[src/inc/preset_cmp_pkg.sv]
package preset_cmp_pkg;

  localparam int VAL_W  = 24;
  localparam int TIME_W = 24;

  typedef enum logic [2:0] {
    MODE_ABS_GE    = 3'h0,
    MODE_ABS_LE    = 3'h1,
    MODE_ABS_WIN   = 3'h2,
    MODE_STANDSTIL = 3'h3,
    MODE_SGN_GE    = 3'h4,
    MODE_SGN_LE    = 3'h5,
    MODE_SGN_WIN   = 3'h6,
    MODE_FORWARD   = 3'h7
  } sw_mode_t;

  typedef struct packed {
    sw_mode_t                  mode;
    logic                      latch_en;
    logic signed [VAL_W-1:0]   preset;
    logic        [VAL_W-1:0]   hyst;
    logic        [TIME_W-1:0]  stand_ticks;
    logic        [TIME_W-1:0]  start_ticks;
  } sw_cfg_t;

  typedef struct packed {
    logic signed [VAL_W-1:0] speed;
    logic                    zero_freq;
    logic                    forward;
  } speed_in_t;

  localparam logic [TIME_W-1:0] TIME_ZERO = 24'h000000;
  localparam logic [TIME_W-1:0] TIME_ONE  = 24'h000001;

endpackage

[src/design/tick_timer.sv]
`timescale 1ns/10ps
`default_nettype none
// Counts enabled ticks while run is high; done once limit ticks seen.
module tick_timer
  import preset_cmp_pkg::*;
(
  input  wire logic              clk_in,    // System clock
  input  wire logic              rst_n_in,  // Sync reset, active low
  input  wire logic              run_in,    // Count while high, else clear
  input  wire logic              tick_in,   // Time base enable
  input  wire logic [TIME_W-1:0] limit_in,  // Ticks to wait
  output logic                   done_out   // Limit reached
);
  logic [TIME_W-1:0] cnt_r;
  logic [TIME_W-1:0] cnt_nxt;
  logic              reached;

  assign reached  = (cnt_r >= limit_in);
  assign cnt_nxt  = !run_in ? TIME_ZERO :
                    (tick_in && !reached) ? cnt_r + TIME_ONE : cnt_r;
  assign done_out = run_in && reached;

  always_ff @(posedge clk_in) begin
    if (!rst_n_in) cnt_r <= TIME_ZERO;
    else cnt_r <= cnt_nxt;
  end
endmodule
`default_nettype wire

[src/design/speed_preset_switch_compare.sv]
`timescale 1ns/10ps
`default_nettype none
// Function
// - Mode 0: on when magnitude at or above preset; no start delay; latch ok.
// - Mode 1: on when magnitude at or below preset; start delay; latch ok.
// - Mode 2: on at magnitude at or below preset minus hysteresis; delay; latch.
// - Mode 2: off at magnitude at or above preset plus hysteresis.
// - Mode 3: on after zero frequency plus standstill time; no delay/latch.
// - Mode 4: on when signed value at or above preset; latch ok.
// - Mode 5: on when signed value at or below preset; latch ok.
// - Mode 6: signed window with hysteresis; no start delay; latch ok.
// - Mode 7: output follows forward rotation.
// - Each output has its own hysteresis used in its window compare.
// - Modes 0 to 2 compare magnitude, ignoring sign.
// - Signed modes respect the sign of the speed.
module speed_preset_switch_compare
  import preset_cmp_pkg::*;
(
  input  wire logic                 core_clk_in,  // 125 MHz system clock
  input  wire logic                 rst_n_in,     // Sync reset, active low
  input  wire preset_cmp_pkg::sw_cfg_t   cfg_in,  // Mode, preset, times
  input  wire preset_cmp_pkg::speed_in_t spd_in,  // From measuring core
  input  wire logic                 tick_in,      // Time base enable pulse
  input  wire logic                 meas_start_in,// Pulse: measurement starts
  input  wire logic                 latch_clr_in, // Pulse: clear latch
  output logic                      switch_out,   // Switching output
  output logic                      delay_busy_out// Start delay running
);
  import preset_cmp_pkg::*;

  logic                    sw_r;
  logic                    sw_nxt;
  logic                    latched_r;
  logic                    latched_nxt;
  logic                    win_r;
  logic                    win_nxt;
  logic                    dly_run_r;
  logic                    dly_done;
  logic                    stand_done;
  logic signed [VAL_W:0]   act;
  logic signed [VAL_W:0]   pre;
  logic signed [VAL_W:0]   hys;
  logic                    signed_mode;
  logic                    use_delay;
  logic                    can_latch;
  logic                    cond;
  logic                    raw_on;
  logic                    dly_gate;

  // Extra bit keeps magnitude of the most negative speed exact
  assign signed_mode = cfg_in.mode[2];
  assign act = (!signed_mode && spd_in.speed < 0) ?
               -{spd_in.speed[VAL_W-1], spd_in.speed} :
               {spd_in.speed[VAL_W-1], spd_in.speed};
  assign pre = {cfg_in.preset[VAL_W-1], cfg_in.preset};
  assign hys = {1'b0, cfg_in.hyst};

  // Window: on at or below preset-hyst, off at or above preset+hyst, hold between
  assign win_nxt = (act <= pre - hys) ? 1'b1 :
                   (act >= pre + hys) ? 1'b0 : win_r;

  assign use_delay = (cfg_in.mode == MODE_ABS_LE) ||
                     (cfg_in.mode == MODE_ABS_WIN);
  assign can_latch = (cfg_in.mode != MODE_STANDSTIL) &&
                     (cfg_in.mode != MODE_FORWARD);

  always_comb begin
    case (cfg_in.mode)
      MODE_ABS_GE:    cond = (act >= pre);
      MODE_ABS_LE:    cond = (act <= pre);
      MODE_ABS_WIN:   cond = win_nxt;
      MODE_STANDSTIL: cond = stand_done;
      MODE_SGN_GE:    cond = (act >= pre);
      MODE_SGN_LE:    cond = (act <= pre);
      MODE_SGN_WIN:   cond = win_nxt;
      MODE_FORWARD:   cond = spd_in.forward;
      default:        cond = 1'b0;
    endcase
  end

  // Slow speed at start would trip low-threshold modes; hold them off,
  // from the start pulse itself until the delay timer reports done
  assign dly_gate = use_delay &&
                    ((meas_start_in && !dly_run_r) ||
                     (dly_run_r && !dly_done));
  assign raw_on   = cond && !dly_gate;
  assign latched_nxt = latch_clr_in ? 1'b0 :
                       (latched_r || (cfg_in.latch_en && can_latch && raw_on));
  assign sw_nxt = raw_on || (latched_nxt && can_latch);

  tick_timer u_start_dly (
    .clk_in   (core_clk_in),
    .rst_n_in (rst_n_in),
    .run_in   (dly_run_r),
    .tick_in  (tick_in),
    .limit_in (cfg_in.start_ticks),
    .done_out (dly_done)
  );

  tick_timer u_standstill (
    .clk_in   (core_clk_in),
    .rst_n_in (rst_n_in),
    .run_in   (spd_in.zero_freq),
    .tick_in  (tick_in),
    .limit_in (cfg_in.stand_ticks),
    .done_out (stand_done)
  );

  always_ff @(posedge core_clk_in) begin
    if (!rst_n_in) begin
      sw_r      <= 1'b0;
      latched_r <= 1'b0;
      win_r     <= 1'b0;
      dly_run_r <= 1'b0;
    end else begin
      sw_r      <= sw_nxt;
      latched_r <= latched_nxt;
      win_r     <= win_nxt;
      if (meas_start_in) dly_run_r <= 1'b1;
      else if (dly_done) dly_run_r <= 1'b0;
    end
  end

  assign switch_out     = sw_r;
  assign delay_busy_out = dly_run_r;

  // Each check looks one edge after its inputs, at the registered output
  ge_mode_a: assert property (
    @(posedge core_clk_in) disable iff (!rst_n_in)
    (cfg_in.mode == MODE_ABS_GE && act >= pre) |=> switch_out)
    else $error("ge mode did not switch");

  abs_sign_a: assert property (
    @(posedge core_clk_in) disable iff (!rst_n_in)
    (cfg_in.mode == MODE_ABS_GE && cfg_in.preset > 0 &&
     spd_in.speed <= -cfg_in.preset) |=> switch_out)
    else $error("magnitude compare used the sign");

  le_mode_a: assert property (
    @(posedge core_clk_in) disable iff (!rst_n_in)
    (cfg_in.mode == MODE_ABS_LE && act <= pre && !dly_run_r &&
     !meas_start_in) |=> switch_out)
    else $error("le mode did not switch");

  win_on_a: assert property (
    @(posedge core_clk_in) disable iff (!rst_n_in)
    (cfg_in.mode == MODE_ABS_WIN && act <= pre - hys && !dly_run_r &&
     !meas_start_in) |=> switch_out)
    else $error("window did not switch on");

  win_off_a: assert property (
    @(posedge core_clk_in) disable iff (!rst_n_in)
    ((cfg_in.mode == MODE_ABS_WIN || cfg_in.mode == MODE_SGN_WIN) &&
     act >= pre + hys && hys > 0 && !latched_nxt) |=> !switch_out)
    else $error("window did not switch off");

  sgn_win_on_a: assert property (
    @(posedge core_clk_in) disable iff (!rst_n_in)
    (cfg_in.mode == MODE_SGN_WIN && act <= pre - hys) |=> switch_out)
    else $error("signed window did not switch on");

  stand_gate_a: assert property (
    @(posedge core_clk_in) disable iff (!rst_n_in)
    (cfg_in.mode == MODE_STANDSTIL && !spd_in.zero_freq) |=> !switch_out)
    else $error("standstill on while moving");

  stand_on_a: assert property (
    @(posedge core_clk_in) disable iff (!rst_n_in)
    (cfg_in.mode == MODE_STANDSTIL && stand_done) |=> switch_out)
    else $error("standstill did not switch on");

  sgn_ge_a: assert property (
    @(posedge core_clk_in) disable iff (!rst_n_in)
    (cfg_in.mode == MODE_SGN_GE && spd_in.speed >= cfg_in.preset)
      |=> switch_out)
    else $error("signed ge did not switch");

  sgn_dir_a: assert property (
    @(posedge core_clk_in) disable iff (!rst_n_in)
    (cfg_in.mode == MODE_SGN_GE && cfg_in.preset > 0 &&
     spd_in.speed < 0 && !latched_nxt) |=> !switch_out)
    else $error("signed mode switched on reverse speed");

  sgn_le_a: assert property (
    @(posedge core_clk_in) disable iff (!rst_n_in)
    (cfg_in.mode == MODE_SGN_LE && spd_in.speed <= cfg_in.preset)
      |=> switch_out)
    else $error("signed le did not switch");

  fwd_follow_a: assert property (
    @(posedge core_clk_in) disable iff (!rst_n_in)
    (cfg_in.mode == MODE_FORWARD) |=> (switch_out == $past(spd_in.forward)))
    else $error("forward mode mismatch");

  dly_hold_a: assert property (
    @(posedge core_clk_in) disable iff (!rst_n_in)
    (use_delay && dly_run_r && !dly_done && !latched_r && !latched_nxt)
      |=> !switch_out)
    else $error("output on during start delay");

  start_gate_a: assert property (
    @(posedge core_clk_in) disable iff (!rst_n_in)
    (use_delay && meas_start_in && !dly_run_r && !latched_nxt)
      |=> !switch_out)
    else $error("output on in start cycle");

  dly_end_a: assert property (
    @(posedge core_clk_in) disable iff (!rst_n_in)
    (dly_run_r && dly_done && !meas_start_in) |=> !delay_busy_out)
    else $error("start delay did not end");

  latch_hold_a: assert property (
    @(posedge core_clk_in) disable iff (!rst_n_in)
    (latched_r && can_latch && !latch_clr_in) |=> switch_out)
    else $error("latched output dropped");

  latch_clr_a: assert property (
    @(posedge core_clk_in) disable iff (!rst_n_in)
    (latch_clr_in && !raw_on) |=> !switch_out)
    else $error("latch clear did not drop output");

  // Main scenarios the bench is expected to reach
  ge_cov_c:    cover property (@(posedge core_clk_in)
    cfg_in.mode == MODE_ABS_GE && switch_out);
  dly_cov_c:   cover property (@(posedge core_clk_in)
    $fell(delay_busy_out));
  win_cov_c:   cover property (@(posedge core_clk_in)
    cfg_in.mode == MODE_ABS_WIN && $fell(switch_out));
  stand_cov_c: cover property (@(posedge core_clk_in)
    cfg_in.mode == MODE_STANDSTIL && $rose(switch_out));
  latch_cov_c: cover property (@(posedge core_clk_in) $fell(latched_r));
endmodule
`default_nettype wire

[config.mk]
export PLATFORM = sky130hd
export DESIGN_NAME = speed_preset_switch_compare
export DESIGN_NICKNAME = d
export VERILOG_FILES = /design/src/inc/preset_cmp_pkg.sv /design/src/design/tick_timer.sv /design/src/design/speed_preset_switch_compare.sv
export SDC_FILE = /design/constraint.sdc
export NUM_CORES = 1
export LEC_CHECK = 0
export ABC_AREA = 1
export BUFFER_PORTS_ARGS = -buffer_cell sky130_fd_sc_hd__clkbuf_2
export CAP_MARGIN = 15
export CORE_UTILIZATION = 38
export CTS_CLUSTER_SIZE = 8
export DETAILED_ROUTE_END_ITERATION = 8
export PLACE_DENSITY = 0.65
export RECOVER_POWER = 25
export SYNTH_ARGS = -nofsm -noshare
export SYNTH_HDL_FRONTEND = slang
export SYNTH_HIERARCHICAL = 1
export SYNTH_SLANG_ARGS = --single-unit
[constraint.sdc]
create_clock -name core_clk_in -period 3.82 [get_ports core_clk_in]
set_input_delay 0.573 -clock core_clk_in [delete_from_list [all_inputs] [get_ports core_clk_in]]
set_output_delay 0.573 -clock core_clk_in [all_outputs]
set_load 0.02 [all_outputs]
==> results.tsv <==
metric	value	unit
status	complete, no violations	
Distinct cells, synth	46	
critical path fanouts, max	3	
WHS Endpoint	latched_r	
Die H	164	microns
CTS Hold Buffers Added	0	
Max Cap Viol	0	
Starting Density	39.1	%
most frequent cells in the layout	nand2_1 (419), inv_1 (224), buf_4 (193)	
RSZ-0062 raised after global routing	true	
Int Power	0.00156	W
Slew @ Worst Pin	0.945	ns
Clock power frac	17.1	%
GRT Residual Overflow	0	
initial antenna violation count	1	
DRC viols	0	
hold path start	latched_r	
worst endpoint required time	4.02	ns
TritonCTS Buffers	5	
TritonCTS clock tree	built	
worst hold path cell count	2	
Seq cells post-synth	52	
H-tree Lvls	2	
First DRT Iteration DRCs	693	
share of cells above drive strength 1	25.0	%
first-pass GRT wire length	50200	microns
row cnt	58	
vias in the first global route	10500	
Worst IR Drop VDD	0.156	mV
clock sinks	52	
Slew Viols, Final	0	
RR Startpoint	u_start_dly/cnt_r[18]	
clk slew on worst S/H paths	0.07	ns
Design Power	0.00272	W
Die W	164	microns
post-synthesis mux area share	0	%
final antenna-violating net count	0	
Crit Path Class	in2reg	
DR vias/cell	5.08	
final count of hold timing violations	0	
max incr delay on CP	0.29	ns
routed wire length	32000	microns
Switch Pwr	0.00116	W
min Tclk post-route	3.66	ns
Hold WS	0.461	ns
total track usage	23.3	%
slowest cell on the critical path	ha_1	
CTS max path bufs	2	
most common cell after layout, fill and taps aside	nand2_1	
Max-slew headroom	36.8	%
largest net degree at the start of global routing	28	
area grow syn2layout	31.0	%
synth warn	6	
port bufs	132	
Core Box Area	0.0254	sq mm
Fin Clk Skew	0.00597	ns
largest family of logic cells by synthesized area	simple AND/OR/NAND/NOR gates	
crit path capture type	flip-flop	
IO Pins	133	
PnR worst setup slack	0.160	ns
crit start category	input pin	
switching share of power	42.5	%
pwr/cell area	209	mW/mm^2
die area	0.0268	sq mm
Util after Layout	51.2	%
simple-gate area share of the yosys netlist	34.6	%
worst reg-to-reg path cell count	12	
routability cong.	0.957	
Logic pwr share	62.6	%
Post-Syn Area	0.00993	sq mm
Nets	2208	
final period utilization	95.8	%
vias	11300	
Setup Viol. Count Final	0	
Setup WS pre-CTS	-0.469	ns
flop2flop setup slack	0.74	ns
Crit path top cell by count	nand2_1	
Syn Inst Count	1598	
part of the power in registers	20.4	%
Post-Synth XOR/XNOR Area	7.68	%
Leak Pwr	6.73	nW
capturing point of the worst reg2reg path	u_start_dly/cnt_r[21]	
crit path DAT	3.86	ns
Clock Latency Late Sink	0.29	ns
wire per inst	14.3	microns
hold crit path type	reg2reg	
Initial DRT Pass Iterations	5	
Final HPWL DP	26700	microns
Finished Cell Area	0.0130	sq mm
fmax	273	MHz
Placed Area	0.0121	sq mm
Synth Area per Inst	6.21	sq um
post-synthesis adder-cell area fraction	22.3	%
syn_nets	1905	
Seq/Total Area, Yosys	10.5	%
CTS Root Cell	clkbuf_16	
Compound-Gate Fraction of Synth Area	13.5	%
how the worst max path moves through the flow:
stage	from	endpoint	slack [ns]	cells past startpoint
3_5_place_dp	cfg_in[57]	switch_out	-0.47	33
4_1_cts	cfg_in[59]	switch_out	0.005	33
5_1_grt	cfg_in[58]	switch_out	-0.1	33
3_3_place_gp	cfg_in[57]	switch_out	-0.44	33
2_1_floorplan	cfg_in[56]	switch_out	0.33	32
6_report	spd_in[2]	switch_out	0.16	31
timing repair:
| item | CTS | global route |
|---|---|---|
| buffers inserted | 1 | 23 |
| endpoints found under the setup margin | 2 | 3 |
| hold endpoints to repair | 0 | 0 |
| cloned | 0 | 0 |
| pin swaps | 7 | 42 |
| resized for setup | 6 | 121 |
power groups by stage:
stage	sequential (W)	clock [W]	combinational [W]
4_1_cts	0.000553	0.000480	0.00153
5_1_grt	0.000554	0.000504	0.00190
3_3_place_gp	0.000566	0	0.00148
3_5_place_dp	0.000566	0	0.00151
6_report	0.000554	0.000464	0.00170
2_1_floorplan	0.000567	0	0.000876
layer usage:
| layer | global-route usage [%] | vias up | wire, microns |
|---|---|---|---|
| li1 | - | 5811 | - |
| met1 | 30.2 | 5140 | 14400 |
| met2 | 40.6 | 342 | 15100 |
| met3 | 2.67 | 55 | 1820 |
| met4 | 6.19 | 0 | 775 |
| met5 | 0 | - | 0 |
critical path, delay by kind of cell:
family / cells / cell delay (ns)
AND/OR/NAND/NOR: 19 / 1.95
buffers and inverters: 6 / 0.49
adder cells (fa/ha/maj): 2 / 0.42
AO/OA/AOI/OAI: 3 / 0.33
XOR/XNOR: 1 / 0.11
per-stage QoR:
step                std cells  TNS (ns)
floorplan                1598         0
global placement         2201    -0.962
detailed placement       2201     -1.10
CTS                      2209         0
global route             2232    -0.101
finish                   2232         0
final cells by class:
cell class	count	area [sq um]
Antenna cell	1	2.50
Clock buffer	6	139
Clock inverter	1	8.76
Fill cell	2561	12400
Inverter	244	923
Multi-Input combinational cell	1264	8230
Sequential cell	52	1040
Tap cell	330	413
Timing Repair Buffer	334	2250
registers in the layout, summed over array words and instances (netlist names):
signal and count:
u_standstill/cnt_r 24, switch_out 1, latched_r 1, u_start_dly/cnt_r 24, delay_busy_out 1, win_r 1
synthesized netlist by cell type (all sizes together):
cell type | n | area (sq um)
nand3b | 20 | 150
clkbuf | 10 | 37.5
o21bai | 9 | 93.8
nor4 | 8 | 62.6
dfxtp | 52 | 1040
o21ai | 33 | 176
or2 | 1 | 6.26
fa | 2 | 40.0
nand2 | 437 | 1650
a21boi | 5 | 37.5
and2 | 2 | 12.5
nor3b | 1 | 7.51
nor3 | 21 | 161
buf | 28 | 178
a21o | 11 | 82.6
nand3 | 62 | 345
a41oi | 1 | 8.76
o211ai | 1 | 7.51
inv | 244 | 916
ha | 174 | 2180
nor2 | 159 | 634
xor2 | 62 | 543
xnor2 | 25 | 219
o221ai | 2 | 17.5
a31oi | 3 | 18.8
nand4 | 64 | 400
o31ai | 11 | 87.6
a21oi | 150 | 811
cell families after synthesis:
family,after synthesis
DFF,52
AOI/OAI and AO/OA,226
xor gates and xnor gates,87
and+or+nand+nor,775
buffers and inverters,282
adders and majority gates,176
Power figures use the tool's default switching activity.
